==> src/psm_pkg.sv <==
// Constants, mode codes and decode helpers for the power stage control logic.
// Assumes a single 125 MHz clock domain and an AHB-Lite register port.
`default_nettype none

package psm_pkg;

    // ****************************************
    // Timing
    // ****************************************
    localparam int CLK_PERIOD_NS = 8;
    localparam int FILTER_NS = 32;
    // Least time, rounded up to whole cycles
    localparam int FILTER_CYCLES = (FILTER_NS + CLK_PERIOD_NS - 1) / CLK_PERIOD_NS;
    localparam int FLT_CNT_W = 3;
    localparam logic [FLT_CNT_W-1:0] FLT_LAST = FLT_CNT_W'(FILTER_CYCLES - 1);
    localparam logic [31:0] RAMP_CYCLES_RST = 32'h0000_1000;

    // ****************************************
    // Channels and fault inputs
    // ****************************************
    localparam int NUM_CH = 4;
    localparam int NUM_PAIR = 2;
    localparam int CH_PER_PAIR = 2;
    localparam int FLT_OC0 = 0;
    localparam int FLT_TW = 4;
    localparam int FLT_TE = 5;
    localparam int FLT_UV = 6;
    localparam int NUM_FLT = 7;

    // ****************************************
    // Output mode codes
    // ****************************************
    localparam logic [2:0] MODE_STEREO_FB = 3'h0;
    localparam logic [2:0] MODE_MIXED = 3'h1;
    localparam logic [2:0] MODE_MONO_PAR = 3'h2;
    localparam logic [2:0] MODE_QUAD_HB = 3'h3;
    localparam logic [2:0] MODE_STEREO_INV = 3'h4;
    localparam logic [2:0] MODE_MIXED_INV = 3'h5;
    localparam logic [2:0] MODE_MONO_INV = 3'h6;
    localparam logic [2:0] MODE_RESERVED = 3'h7;

    localparam logic [3:0] INV_NONE = 4'h0;
    localparam logic [3:0] INV_STEREO = 4'ha;
    localparam logic [3:0] INV_MIXED = 4'h8;
    localparam logic [3:0] INV_MONO = 4'hc;
    localparam logic [3:0] RAMP_ALL = 4'hf;
    localparam logic [3:0] RAMP_HALF_ONLY = 4'h3;

    // ****************************************
    // Register map
    // ****************************************
    localparam int ADDR_W = 8;
    localparam logic [ADDR_W-1:0] ADDR_STATUS = 8'h00;
    localparam logic [ADDR_W-1:0] ADDR_RAMP = 8'h04;
    localparam int STATUS_PAD_W = 14;

    typedef enum logic [1:0] {PS_IDLE, PS_RAMP, PS_RUN} psm_pair_state_t;

    function automatic logic is_mixed(input logic [2:0] m);
        return (m == MODE_MIXED) || (m == MODE_MIXED_INV);
    endfunction

    function automatic logic [3:0] inv_mask(input logic [2:0] m);
        return (m == MODE_STEREO_INV) ? INV_STEREO :
               (m == MODE_MIXED_INV) ? INV_MIXED :
               (m == MODE_MONO_INV) ? INV_MONO : INV_NONE;
    endfunction

    function automatic logic [3:0] ramp_mask(input logic [2:0] m);
        return is_mixed(m) ? RAMP_HALF_ONLY : RAMP_ALL;
    endfunction

endpackage

`default_nettype wire

==> src/psm_stage.sv <==
// Mode routing, start-up gating and fault latching of a four-channel power stage.
// Assumes pins arrive asynchronously and a single AHB-Lite master on hclk.
//
// Summary of operation
// - Outputs follow inputs, inverted only per mode
// - Mode 000: no inversion, modulator inverts
// - Mode 010: no inversion, parallel wiring
// - Mode 011: four independent uninverted channels
// - Mode 100: inputs two, four inverted
// - Mode 110: inputs three, four inverted
// - Modes 001/101: input four inverted in 101
// - Mixed modes ramp only outputs one, two
// - Mixed modes never ramp outputs three, four
// - Errors shut down; warning alone does not
// - Flags are active-low open-drain drivers
// - Over-current reported per channel pair
// - Over-current holds pair off until reset toggle
// - Warning flag low while too hot
// - Thermal error pulls error flag low
// - Supply under-voltage pulls error flag low
// - Thermal or supply error stops all; both resets
// - Two flags encode warning and error status
// - Pair reset low clears state, outputs off
// - Output waits for own input rising edge
// - Ramp to bias before switching when enabled
`default_nettype none

module psm_stage (
    // Clock and reset
    input wire logic hclk,
    input wire logic hresetn,
    // AHB-Lite register port
    input wire logic hsel,
    input wire logic [31:0] haddr,
    input wire logic [1:0] htrans,
    input wire logic hwrite,
    input wire logic [2:0] hsize,
    input wire logic [31:0] hwdata,
    input wire logic hready,
    output logic hreadyout,
    output logic hresp,
    output logic [31:0] hrdata,
    // Modulator and configuration pins
    input wire logic [3:0] pwm_input,
    input wire logic [2:0] output_mode_select,
    input wire logic reset_pair_a_n,
    input wire logic reset_pair_b_n,
    input wire logic ramp_enable,
    // Analog comparator levels
    input wire logic [3:0] overcurrent_detect,
    input wire logic thermal_warning_detect,
    input wire logic thermal_error_detect,
    input wire logic high_voltage_supply_low,
    // Power output drivers
    output logic [3:0] power_output,
    output logic [3:0] power_output_oe,
    output logic [3:0] ramp_active,
    // Open-drain flags
    input wire logic overcurrent_flag_a_n_i,
    output logic overcurrent_flag_a_n_o,
    output logic overcurrent_flag_a_n_oe,
    input wire logic overcurrent_flag_b_n_i,
    output logic overcurrent_flag_b_n_o,
    output logic overcurrent_flag_b_n_oe,
    input wire logic thermal_undervolt_error_n_i,
    output logic thermal_undervolt_error_n_o,
    output logic thermal_undervolt_error_n_oe,
    input wire logic thermal_warning_n_i,
    output logic thermal_warning_n_o,
    output logic thermal_warning_n_oe
);

    // ****************************************
    // Pin synchronisers
    // ****************************************
    logic [3:0] pwm_m, pwm_s, pwm_d;
    logic [2:0] mode_m, mode_s;
    logic [1:0] rst_m, rst_s, rst_d;
    logic ramp_m, ramp_s;
    logic [psm_pkg::NUM_FLT-1:0] flt_m, flt_s, flt_f;
    logic [3:0] pin_m, pin_s;
    logic [psm_pkg::FLT_CNT_W-1:0] flt_cnt [psm_pkg::NUM_FLT];

    wire [psm_pkg::NUM_FLT-1:0] flt_raw = {high_voltage_supply_low, thermal_error_detect,
                                           thermal_warning_detect, overcurrent_detect};
    wire [3:0] pin_raw = {thermal_warning_n_i, thermal_undervolt_error_n_i,
                          overcurrent_flag_b_n_i, overcurrent_flag_a_n_i};

    always_ff @(posedge hclk or negedge hresetn) begin
        if (!hresetn) begin
            pwm_m <= 4'h0;
            pwm_s <= 4'h0;
            pwm_d <= 4'h0;
            mode_m <= 3'h0;
            mode_s <= 3'h0;
            rst_m <= 2'h0;
            rst_s <= 2'h0;
            rst_d <= 2'h0;
            ramp_m <= 1'b0;
            ramp_s <= 1'b0;
            flt_m <= 7'h00;
            flt_s <= 7'h00;
            pin_m <= 4'hf;
            pin_s <= 4'hf;
        end else begin
            pwm_m <= pwm_input;
            pwm_s <= pwm_m;
            pwm_d <= pwm_s;
            mode_m <= output_mode_select;
            mode_s <= mode_m;
            rst_m <= {reset_pair_b_n, reset_pair_a_n};
            rst_s <= rst_m;
            rst_d <= rst_s;
            ramp_m <= ramp_enable;
            ramp_s <= ramp_m;
            flt_m <= flt_raw;
            flt_s <= flt_m;
            pin_m <= pin_raw;
            pin_s <= pin_m;
        end
    end

    // ****************************************
    // Glitch filter on comparator levels
    // ****************************************
    // A level must differ from the filtered value for the whole window before it is taken
    always_ff @(posedge hclk or negedge hresetn) begin
        if (!hresetn) begin
            flt_f <= 7'h00;
            for (int i = 0; i < psm_pkg::NUM_FLT; i++) begin
                flt_cnt[i] <= 3'h0;
            end
        end else begin
            for (int i = 0; i < psm_pkg::NUM_FLT; i++) begin
                if (flt_s[i] == flt_f[i]) begin
                    flt_cnt[i] <= 3'h0;
                end else if (flt_cnt[i] == psm_pkg::FLT_LAST) begin
                    flt_f[i] <= flt_s[i];
                    flt_cnt[i] <= 3'h0;
                end else begin
                    flt_cnt[i] <= flt_cnt[i] + 3'h1;
                end
            end
        end
    end

    // ****************************************
    // Decode
    // ****************************************
    wire [1:0] rst_rise = rst_s & ~rst_d;
    wire [3:0] pwm_rise = pwm_s & ~pwm_d;
    wire [3:0] inv_now = psm_pkg::inv_mask(mode_s);
    wire [3:0] ramp_now = psm_pkg::ramp_mask(mode_s);
    wire mode_bad = (mode_s == psm_pkg::MODE_RESERVED);
    wire sys_fault = flt_f[psm_pkg::FLT_TE] | flt_f[psm_pkg::FLT_UV];
    wire [1:0] oc_pair = {flt_f[psm_pkg::FLT_OC0+3] | flt_f[psm_pkg::FLT_OC0+2],
                          flt_f[psm_pkg::FLT_OC0+1] | flt_f[psm_pkg::FLT_OC0]};

    logic [1:0] oc_lat;
    logic [1:0] sys_lat;
    logic [3:0] armed;
    logic [3:0] run_en;
    logic [31:0] ramp_cycles;
    logic [31:0] ramp_cnt [psm_pkg::NUM_PAIR];
    psm_pkg::psm_pair_state_t pair_st [psm_pkg::NUM_PAIR];

    // ****************************************
    // Fault latches
    // ****************************************
    // Set wins over clear, so a reset rise during a live fault leaves the latch set
    always_ff @(posedge hclk or negedge hresetn) begin
        if (!hresetn) begin
            oc_lat <= 2'h0;
            sys_lat <= 2'h0;
        end else begin
            for (int p = 0; p < psm_pkg::NUM_PAIR; p++) begin
                if (oc_pair[p]) begin
                    oc_lat[p] <= 1'b1;
                end else if (rst_rise[p]) begin
                    oc_lat[p] <= 1'b0;
                end
                if (sys_fault) begin
                    sys_lat[p] <= 1'b1;
                end else if (rst_rise[p]) begin
                    sys_lat[p] <= 1'b0;
                end
            end
        end
    end

    // ****************************************
    // Pair sequencing: reset, ramp, run
    // ****************************************
    always_ff @(posedge hclk or negedge hresetn) begin
        if (!hresetn) begin
            for (int p = 0; p < psm_pkg::NUM_PAIR; p++) begin
                pair_st[p] <= psm_pkg::PS_IDLE;
                ramp_cnt[p] <= 32'h0000_0000;
            end
        end else begin
            for (int p = 0; p < psm_pkg::NUM_PAIR; p++) begin
                if (!rst_s[p]) begin
                    pair_st[p] <= psm_pkg::PS_IDLE;
                    ramp_cnt[p] <= 32'h0000_0000;
                end else begin
                    unique case (pair_st[p])
                        psm_pkg::PS_IDLE: begin
                            if (ramp_s && (|ramp_now[p*psm_pkg::CH_PER_PAIR +: 2])) begin
                                pair_st[p] <= psm_pkg::PS_RAMP;
                            end else begin
                                pair_st[p] <= psm_pkg::PS_RUN;
                            end
                        end
                        psm_pkg::PS_RAMP: begin
                            if (ramp_cnt[p] + 32'h0000_0001 >= ramp_cycles) begin
                                pair_st[p] <= psm_pkg::PS_RUN;
                            end else begin
                                ramp_cnt[p] <= ramp_cnt[p] + 32'h0000_0001;
                            end
                        end
                        psm_pkg::PS_RUN: begin
                            pair_st[p] <= psm_pkg::PS_RUN;
                        end
                    endcase
                end
            end
        end
    end

    // ****************************************
    // Channel gating and output drive
    // ****************************************
    always_comb begin
        for (int i = 0; i < psm_pkg::NUM_CH; i++) begin
            run_en[i] = (pair_st[i/psm_pkg::CH_PER_PAIR] == psm_pkg::PS_RUN) && armed[i]
                && !oc_lat[i/psm_pkg::CH_PER_PAIR] && !oc_pair[i/psm_pkg::CH_PER_PAIR]
                && !(|sys_lat) && !sys_fault && !mode_bad;
        end
    end

    // An edge seen during the ramp is kept, so switching starts as soon as the ramp ends
    always_ff @(posedge hclk or negedge hresetn) begin
        if (!hresetn) begin
            armed <= 4'h0;
            power_output <= 4'h0;
            power_output_oe <= 4'h0;
            ramp_active <= 4'h0;
        end else begin
            for (int i = 0; i < psm_pkg::NUM_CH; i++) begin
                if (!rst_s[i/psm_pkg::CH_PER_PAIR]) begin
                    armed[i] <= 1'b0;
                end else if (pwm_rise[i]) begin
                    armed[i] <= 1'b1;
                end
                ramp_active[i] <= (pair_st[i/psm_pkg::CH_PER_PAIR] == psm_pkg::PS_RAMP)
                    && ramp_now[i];
            end
            power_output_oe <= run_en;
            power_output <= run_en & (pwm_s ^ inv_now);
        end
    end

    // ****************************************
    // Open-drain flags
    // ****************************************
    // Driver only ever pulls low; the pull-up makes the high level
    assign overcurrent_flag_a_n_o = 1'b0;
    assign overcurrent_flag_b_n_o = 1'b0;
    assign thermal_undervolt_error_n_o = 1'b0;
    assign thermal_warning_n_o = 1'b0;
    assign overcurrent_flag_a_n_oe = oc_lat[0];
    assign overcurrent_flag_b_n_oe = oc_lat[1];
    assign thermal_undervolt_error_n_oe = |sys_lat;
    assign thermal_warning_n_oe = flt_f[psm_pkg::FLT_TW];

    // ****************************************
    // AHB-Lite slave
    // ****************************************
    logic wr_pend;
    logic [psm_pkg::ADDR_W-1:0] wr_addr;

    wire a_phase = hsel && hready && htrans[1];
    wire [psm_pkg::ADDR_W-1:0] a_addr = haddr[psm_pkg::ADDR_W-1:0];
    wire [1:0] ramping = {pair_st[1] == psm_pkg::PS_RAMP, pair_st[0] == psm_pkg::PS_RAMP};
    wire [31:0] status_word = {{psm_pkg::STATUS_PAD_W{1'b0}}, ramping, mode_s, pin_s,
                               flt_f[psm_pkg::FLT_TW], sys_lat, oc_lat, power_output_oe};
    wire [31:0] rd_val = (a_addr == psm_pkg::ADDR_STATUS) ? status_word :
                         (a_addr == psm_pkg::ADDR_RAMP) ? ramp_cycles : 32'h0000_0000;

    assign hreadyout = 1'b1;
    assign hresp = 1'b0;

    always_ff @(posedge hclk or negedge hresetn) begin
        if (!hresetn) begin
            wr_pend <= 1'b0;
            wr_addr <= 8'h00;
            hrdata <= 32'h0000_0000;
            ramp_cycles <= psm_pkg::RAMP_CYCLES_RST;
        end else begin
            wr_pend <= a_phase && hwrite;
            wr_addr <= a_addr;
            if (a_phase && !hwrite) begin
                hrdata <= rd_val;
            end
            if (wr_pend && (wr_addr == psm_pkg::ADDR_RAMP)) begin
                ramp_cycles <= hwdata;
            end
        end
    end
endmodule

`default_nettype wire

==> config.mk <==
export PLATFORM = sky130hd
export DESIGN_NAME = psm_stage
export DESIGN_NICKNAME = d
export VERILOG_FILES = /design/src/psm_pkg.sv /design/src/psm_stage.sv
export SDC_FILE = /design/constraint.sdc
export NUM_CORES = 1
export LEC_CHECK = 0
export ABC_AREA = 0
export BUFFER_PORTS_ARGS = -buffer_cell sky130_fd_sc_hd__buf_4
export CAP_MARGIN = 20
export CORE_MARGIN = 2
export CORE_UTILIZATION = 50
export CTS_CLUSTER_SIZE = 30
export DETAILED_ROUTE_END_ITERATION = 7
export PLACE_DENSITY = 0.72
export SYNTH_ARGS = -nofsm -noshare
export SYNTH_HDL_FRONTEND = slang
export SYNTH_SLANG_ARGS = --single-unit
==> constraint.sdc <==
create_clock -name hclk -period 10.6 [get_ports hclk]
set_clock_uncertainty 0.1 [all_clocks]
set_input_delay 1.59 -clock hclk [delete_from_list [all_inputs] [get_ports hclk]]
set_output_delay 1.59 -clock hclk [all_outputs]
set_load 0.1 [all_outputs]
# == Word-level counts from Yosys, hierarchy flattened ==
# Cells that the tools add are included.
# totals
mem_count,0
elab_cells,220
latchBits,0
out_inout_bits,54
mem_bits_ro,0
regBits,237
inputBits,95
ram_bits,0
# op_classes
addsub,9
shifts,0
n_lt_le_gt_ge,2
n_mul,0
n_reduce_logical,63
n_div,0
n_bitwise,16
muxes,48
n_eq_ne,35
# op_table
operator,count
32-bit 2-to-1 mux,8
32-bit by 1-bit adder with 32-bit output (second input constant),2
32-bit greater-or-equal comparator,2
3-bit 2-to-1 mux,14
1-bit logical AND,35
3-bit by 1-bit adder with 3-bit output (second input constant),7
3-bit by 2-bit == test with 1-bit output (second input constant),7
2-bit AND reduction,9
8-bit by 3-bit == test with 1-bit output (second input constant),2
4-bit 2-to-1 mux,4
1-bit 2-to-1 mux,14
3-bit == test (second input constant),4
2-bit 2-to-1 mux,6
2-bit by 1-bit inequality test with 1-bit output (second input constant),6
2-bit one-hot mux with 3 select lines,2
4-bit AND,2
1-bit logical NOT,8
8-bit logical NOT,1
2-bit nonzero test,4
1-bit == test,7
1-bit inverter,7
3-bit by 2-bit inequality test with 1-bit output (second input constant),2
2-bit OR reduction,3
2-bit by 1-bit == test with 1-bit output (second input constant),2
10 further kinds,15

# == Depth between registers and ports, before layout ==
# Gate-level depths: netlist of the first run.
# depth
word_depth,8
depth_mapped,16
mapped_depth_nobuf,13

# == Worst setup path after synthesis of the first run ==
# No wires, ideal clock.
# synth_timing
kind,register to register
startpoint,register ramp_cnt[0] (netlist name)
endpoint,register ramp_cnt[0] (netlist name)
n_path_buf,3
path_stages_with_launch,17
t_arrival_ps,3395
setup_time_ps,78
required_time_ps,10422
setup_slack_ps,7027
synth_period_minus_slack_ps,3573
path_cell_list,dfrtp_1 > ha_1 > and3_2 > and2_1 > nand3_1 > or2_2 > xnor2_1 > ha_1 > and4_1 > o211ai_1 > or4_1 > a31oi_1 > buf_2 > buf_2 > buf_4 > o21ai_0 > a21oi_1
# synth_via
elab_chain_cells,4
word_cells_on_any_way,7
cone_classes,1 x add/sub; 1 x order compare; 1 x eq/ne; 3 x mux; 1 x reduce/logical
# synth_rtl
element,line_no,rtl
start: declaration,psm_stage.sv:164,logic [31:0] ramp_cnt [psm_pkg::NUM_PAIR];
start signal: indexed assignment,psm_stage.sv:218,ramp_cnt[p] <= ramp_cnt[p] + 32'h0000_0001;
32-bit by 1-bit adder with 32-bit output *,"psm_stage.sv:215, psm_stage.sv:218",
32-bit greater-or-equal comparator or 32-bit 2-to-1 mux (tied branches),psm_stage.sv:215,if (ramp_cnt[p] + 32'h0000_0001 >= ramp_cycles) begin
2-bit inequality test (no source line) or 32-bit 2-to-1 mux (tied branches),n/a,
2-bit AND reduction (no source line) or 32-bit 2-to-1 mux (tied branches),n/a,
# Mark *: on every way between the ends. The rest lies on a longest branch, timed or not. The select of a mux whose other input is x is not followed.
# A chain may end at the register's enable or synchronous reset.

# == Final worst setup path of the first run ==
# layout_timing
startpoint,register ramp_cnt[0] (netlist name)
endpoint,register ramp_cnt[9] (netlist name)
# Same word-level chain as after synthesis.

==> impl_metrics.json, run 1 <==
{
  "total_power_mw": 2.11,
  "clockBufferDepth": 3,
  "multi_input_area_um2": 5500,
  "powerDensity_nw_per_um2": 154,
  "min_period_ps": 4530,
  "ff2ff_path_depth": 14,
  "synthArstFlopShare_pct": 100,
  "ios": 149,
  "insertion_delay_ps": 530,
  "maxSlewViolCount": 0,
  "reg2reg_to": "ramp_cnt[9]$_DFFE_PN0P_",
  "synth_top_family_by_area": "simple AND/OR/NAND/NOR gates",
  "rsz0062_at_grt": "false",
  "hp-start": "flt_m[6]$_DFF_PN0_",
  "synth.area.mux_share_pct": 5.68,
  "regToRegSetupSlack_ps": 6070,
  "use_met3_pct": 2.64,
  "nFillCells": 1929,
  "ys_top_cells_by_count": "dfrtp_1, a21oi_1, ha_1, nand2_1, xnor2_1",
  "drc": 0,
  "antenna_found_initial": 0,
  "min_path_type": "reg2reg",
  "crit_path_end_kind": "flop",
  "clk_pin_slew_ps": 60,
  "first_global_vias": 8367,
  "synth.most_common_cell": "dfrtp_1",
  "dr.pass1.iters": 5,
  "finalCritPeriodShare_pct": 42.8,
  "ctsResizeCount": 0,
  "core_um2": 23300,
  "track_usage_pct": 21.1,
  "reg2reg_from": "ramp_cnt[0]$_DFFE_PN0P_",
  "post-place-ws_ps": 6080,
  "setup_ws_ps": 6070,
  "drv_cap": 0,
  "die_h_um": 157,
  "initial_utilization_pct": 50.5,
  "cp-start-kind": "flop",
  "yosys.area_share.simple_pct": 15.7,
  "synth.avg_cell_area_um2": 11.1,
  "path_class": "reg2reg",
  "fp.dieArea_um2": 24800,
  "yosysTopAreaCellShare_pct": 48.0,
  "worst_path_most_repeated_cell": "nand2_1",
  "grt_max_degree": 85,
  "worstPathMaxFanout": 50,
  "wl_per_cell_um": 17.3,
  "post_cts_buffers": 0,
  "critical-path-top-delay-family": "simple AND/OR/NAND/NOR gates",
  "synth_area_leader_cell": "dfrtp_1",
  "hold_depth": 0,
  "grt-ovfl-total": 0,
  "setup_viol": 0,
  "antenna_cells": 0,
  "synth_area_um2": 11800,
  "drt_iter0_drc": 572,
  "cts_tree": "done",
  "crit_cells": 14,
  "cts_sinks": 235,
  "crit_path_max_incr_delay_ps": 640,
  "yosysUniqueCellTypes": 59,
  "use_met2_pct": 35.7,
  "ant_nets": 0,
  "cts-buffers-inserted": 25,
  "io_buffers": 114,
  "synth.area.top_cells": "dfrtp_1, ha_1, xnor2_1",
  "synth-seq-area-share_pct": 50.0,
  "tightest_slew_ps": 1120,
  "leakage_nw": 6.37,
  "ys_ff_latch": 235,
  "synthCells": 1066,
  "ys_warn_count": 0,
  "outcome": "completed",
  "irDropWorstVdd_mv": 0.112,
  "grt_pass1_wl_um": 42000,
  "hold_viol": 0,
  "drive_above_1_share_pct": 19.2,
  "dp_hpwl_um": 18400,
  "gp_congestion": 0.865,
  "slew-limit-headroom_pct": 25.3,
  "synthXorXnorAreaFrac_pct": 5.20,
  "min_to": "flt_s[6]$_DFF_PN0_",
  "worst-endpoint-required_ps": 10950,
  "crit_slowest_cell": "a221oi_1",
  "max_freq_mhz": 221,
  "hold_buffers": 0,
  "nets": 1341,
  "clockRootBuffer": "clkbuf_16",
  "cts_htree_levels": 1,
  "arrival_ps": 4890,
  "synthAdderAreaFrac_pct": 8.18,
  "area_growth_pct": 16.7,
  "finalSetupTns_ps": 0,
  "seqCellArea_um2": 5890,
  "drt-vias-per-instance": 5.67,
  "vias": 8543,
  "synth-compound-area-share_pct": 11.5,
  "die_w_um": 157,
  "hold_ws_ps": 246,
  "synth_edf_count": 0,
  "wl_um": 26100,
  "worstPathBufferInverterCount": 1,
  "gr-usage-met1_pct": 29.2,
  "rows": 56,
  "top_usage_layer": "met2",
  "ys.flop_type": "dfrtp_1",
  "cp_cell_sequence": "ha_1 -> and3_2 -> nand4_4 -> nor4_4 -> nand2_1 -> xnor2_1 -> ha_1 -> a21oi_1 -> nand2_1 -> a221oi_1 -> nand2_1 -> buf_4 -> or4_1 -> a21oi_1"
}
==> routing by layer <==
layer	part of all wire [%]	wire length, µm
met1	46	12000
met2	48	12700
met3	4.2	1100
met4	1.5	401
met5	0	0
==> stage by stage <==
| stage | instance area (µm²) | std cells | util [%] |
|---|---|---|---|
| 6_report | 13700 | 1506 | 58.9 |
| 5_1_grt | 13700 | 1506 | 58.9 |
| 4_1_cts | 13700 | 1505 | 58.8 |
| 3_5_place_dp | 12900 | 1460 | 55.4 |
| 3_3_place_gp | 12900 | 1459 | 55.2 |
| 2_1_floorplan | 11800 | 1070 | - |
==> cells in the final DEF, fill, tap and decap left out, drive strengths merged, types with 7 or more instances in the layout <==
cell type,n
nor3,12
nand3,31
and3,15
nor2b,13
inv,50
o31ai,52
clkbuf,36
dfrtp,226
nand4,21
a22o,14
nor2,18
xor2,13
mux2,39
and4,13
or3,7
or4,53
o21ai,35
dfstp,9
ha,77
xnor2,57
and2,11
nand2b,11
a21oi,88
mux2i,23
nor3b,11
buf,124
nand2,71
==> worst reg2reg max path: stages, from the launching register on <==
cell	delay, ps
dfrtp_1	400
ha_1	220
and3_2	260
nand4_4	160
nor4_4	420
nand2_1	160
xnor2_1	160
ha_1	300
a21oi_1	160
nand2_1	60
a221oi_1	640
nand2_1	370
buf_4	380
or4_1	480
a21oi_1	170
==> power breakdown <==
group | leakage [nW] | switching [mW] | internal (mW) | total, mW
registers | 3.01 | 0.0479 | 0.960 | 1.01
clock network | 0.386 | 0.357 | 0.492 | 0.849
logic | 2.97 | 0.157 | 0.0976 | 0.255
==> final cells by class <==
cell class              instances  share of cell area, %
clock buffers                  36                   5.14
clock inverters                 9                  0.701
inverters                      48                   1.31
multi-input cells             735                   40.0
flip-flops and latches        235                   42.9
well taps                     319                   2.90
repair buffers                124                   7.12
==> sequential cells by signal, indices dropped and copies added, names as in the netlist, 7 cells and up <==
name and cells:
hrdata 32, flt_s 7, ramp_cycles 32, flt_cnt 21
flt_m 7, flt_f 7, wr_addr 8, ramp_cnt 64
==> cell families after synthesis <==
kind of cell | after synthesis
compound gates | 216
mux | 62
xor+xnor | 70
other cells | 2
fa+ha+maj | 77
buf+inv | 100
simple gates | 304
flops | 235
==> worst max-delay path by stage <==
| stage | startpoint | endpoint | slack (ps) |
|---|---|---|---|
| finish | ramp_cnt[0]$_DFFE_PN0P_ | ramp_cnt[9]$_DFFE_PN0P_ | 6070 |
| global route | ramp_cnt[0]$_DFFE_PN0P_ | ramp_cnt[20]$_DFFE_PN0P_ | 5730 |
| CTS | ramp_cnt[0]$_DFFE_PN0P_ | ramp_cnt[21]$_DFFE_PN0P_ | 6080 |
| detailed placement | ramp_cnt[0]$_DFFE_PN0P_ | ramp_cnt[9]$_DFFE_PN0P_ | 6080 |
| global placement | ramp_cnt[0]$_DFFE_PN0P_ | ramp_cnt[14]$_DFFE_PN0P_ | 6140 |
| floorplan | ramp_cnt[0]$_DFFE_PN0P_ | ramp_cnt[0]$_DFFE_PN0P_ | 7030 |
No activity file was read; power rests on OpenSTA's default activity.
==> run 2: changes to the inputs <==
- clock period: 10.6 -> 4.4 ns (I/O delays scaled with it)
==> run 2 against run 1 <==
  * Sequential share of layout area is 0.60 points lower
  * Clock power grew to 2.7 times the previous value
  * Critical endpoint is now pair_st[1]$_DFFE_PN0P_
  * Combinational power is 140% higher
  * Power grew to 2.5 times the previous value
  * Routed wire length is 0.49% lower
  * Global-route usage is 0.27 points higher
  * Critical path depth stayed put
==> impl_metrics.json, run 2 (synthesized netlist as in run 1, its figures left out) <==
{
  "clock_power_share_pct": 42.8,
  "power_switching_share_pct": 26.0,
  "die_w_um": 157,
  "setup_ws_ps": 480,
  "ctsResizeCount": 0,
  "cts_sinks": 235,
  "nets": 1348,
  "initial_utilization_pct": 50.5,
  "finalSetupTns_ps": 0,
  "grt-ovfl-total": 0,
  "irDropWorstVdd_mv": 0.282,
  "max_freq_mhz": 255,
  "regMostFlops": "ramp_cnt",
  "dr.pass1.iters": 5,
  "maxSlewViolCount": 0,
  "clk_pin_slew_ps": 60,
  "combinationalPowerShare_pct": 11.6,
  "worstPathMaxFanout": 46,
  "grt_pass1_wl_um": 42800,
  "dp_cells": 1466,
  "nFillCells": 1950,
  "antenna_cells": 0,
  "cts-buffers-inserted": 25,
  "track_usage_pct": 21.4,
  "drc": 0,
  "clockRootBuffer": "clkbuf_16",
  "slew-limit-headroom_pct": 45.4,
  "ant_nets": 0,
  "finalCritPeriodShare_pct": 89.1,
  "cts_tree": "done",
  "layout_common_cells": "dfrtp_1, buf_4, a21oi_1, ha_1, nand2_1",
  "cp-start-kind": "flop",
  "rsz0062_at_grt": "false",
  "largest_reg_flops": 64,
  "insertion_delay_ps": 530,
  "seqPwrFrac_pct": 45.5,
  "drive_above_1_share_pct": 20.3,
  "vias": 8559,
  "antenna_found_initial": 0,
  "leakage_nw": 6.48,
  "hold_viol": 0,
  "fin_util_pct": 59.8,
  "hold_buffers": 0,
  "path_class": "reg2reg",
  "drv_cap": 0,
  "min_path_type": "in2async",
  "cts_htree_levels": 1,
  "stdcell_count": 1514,
  "die_h_um": 157,
  "drt_iter0_drc": 608,
  "p_int_mw": 3.95,
  "seqCellArea_um2": 5890,
  "wl_um": 26000,
  "outcome": "completed",
  "post_cts_buffers": 0,
  "crit_path_end_kind": "flop",
  "clockBufferDepth": 3,
  "tightest_slew_ps": 820,
  "io_buffers": 114,
  "wl_per_cell_um": 17.2,
  "hold_ws_ps": 83.8,
  "final_common_cell": "dfrtp_1",
  "worst-endpoint-required_ps": 4710,
  "drt-vias-per-instance": 5.65,
  "dp_hpwl_um": 18200,
  "post-place-ws_ps": 526,
  "grt_max_degree": 113,
  "fp.dieArea_um2": 24800,
  "gp_congestion": 0.820,
  "reg_top3": "ramp_cnt x64, hrdata x32, ramp_cycles x32",
  "arrival_ps": 4230,
  "ios": 149,
  "setup_viol": 0,
  "rows": 56,
  "first_global_vias": 8354,
  "switching_power_mw": 1.39,
  "core_um2": 23300,
  "powerDensity_nw_per_um2": 383,
  "area_growth_pct": 18.4,
  "min_period_ps": 3920,
  "multi_input_area_um2": 5500
}
==> run 2: changes by cell type in the layout (fill, tap and decap cells not counted), sizes merged <==
cell	before	now
clkbuf	36	28
buf	124	131
clkinv	3	9
bufinv	1	5
clkinvlp	3	2
==> run 2: layer usage <==
layer,wire length [µm],track usage (%),up-vias
li1,-,-,4124
met1,12200,30.6,4255
met2,12400,35.1,147
met3,942,2.45,33
met4,434,4.85,0
met5,0,0,-
==> run 2: area by class of cell <==
type	instances	share of cell area, %
Timing Repair Buffer	131	7.66
Sequential cell	235	42.2
Multi-Input combinational cell	735	39.4
Clock buffer	28	4.78
Tap cell	319	2.86
Inverter	48	1.29
Clock inverter	18	1.74
==> run 2: critical path: stages, from the launching register on <==
cell	delay (ps)
dfrtp_1	400
ha_1	230
and3_2	260
and2_1	230
nand3_1	170
or2_2	360
xnor2_1	150
ha_1	300
and4_1	230
o211ai_1	100
or4_1	470
a31oi_4	250
buf_12	240
o2111ai_1	150
o311a_1	140
==> run 2: power by group through the flow <==
stage / Clock (mW) / Combinational, mW / Sequential, mW
floorplan: 0 / 0.338 / 2.52
global placement: 0 / 0.602 / 2.46
detailed placement: 0 / 0.622 / 2.47
CTS: 2.33 / 0.631 / 2.43
global route: 2.42 / 0.686 / 2.45
finish: 2.29 / 0.621 / 2.43
==> run 2: path summary, 6_finish.rpt <==
| path | startpoint | to | slack, ps | cells past startpoint |
|---|---|---|---|---|
| max in group asynchronous | hresetn | flt_cnt[11]$_DFF_PN0_ | 3050 | 2 |
| max reg2reg | ramp_cnt[0]$_DFFE_PN0P_ | pair_st[1]$_DFFE_PN0P_ | 480 | 14 |
| max | ramp_cnt[0]$_DFFE_PN0P_ | pair_st[1]$_DFFE_PN0P_ | 480 | 14 |
| min reg2reg | flt_m[4]$_DFF_PN0_ | flt_s[4]$_DFF_PN0_ | 250 | 0 |
| min in group hclk | output_mode_select[0] | mode_m[0]$_DFF_PN0_ | 140 | 1 |
| min | hresetn | pwm_m[1]$_DFF_PN0_ | 80 | 1 |
==> run 2: through the flow <==
step                cell area, µm²  total power [mW]
floorplan                    11800              2.85
global route                 13900              5.55
global placement             13000              3.06
finish                       13900              5.34
CTS                          13900              5.39
detailed placement           13000              3.09
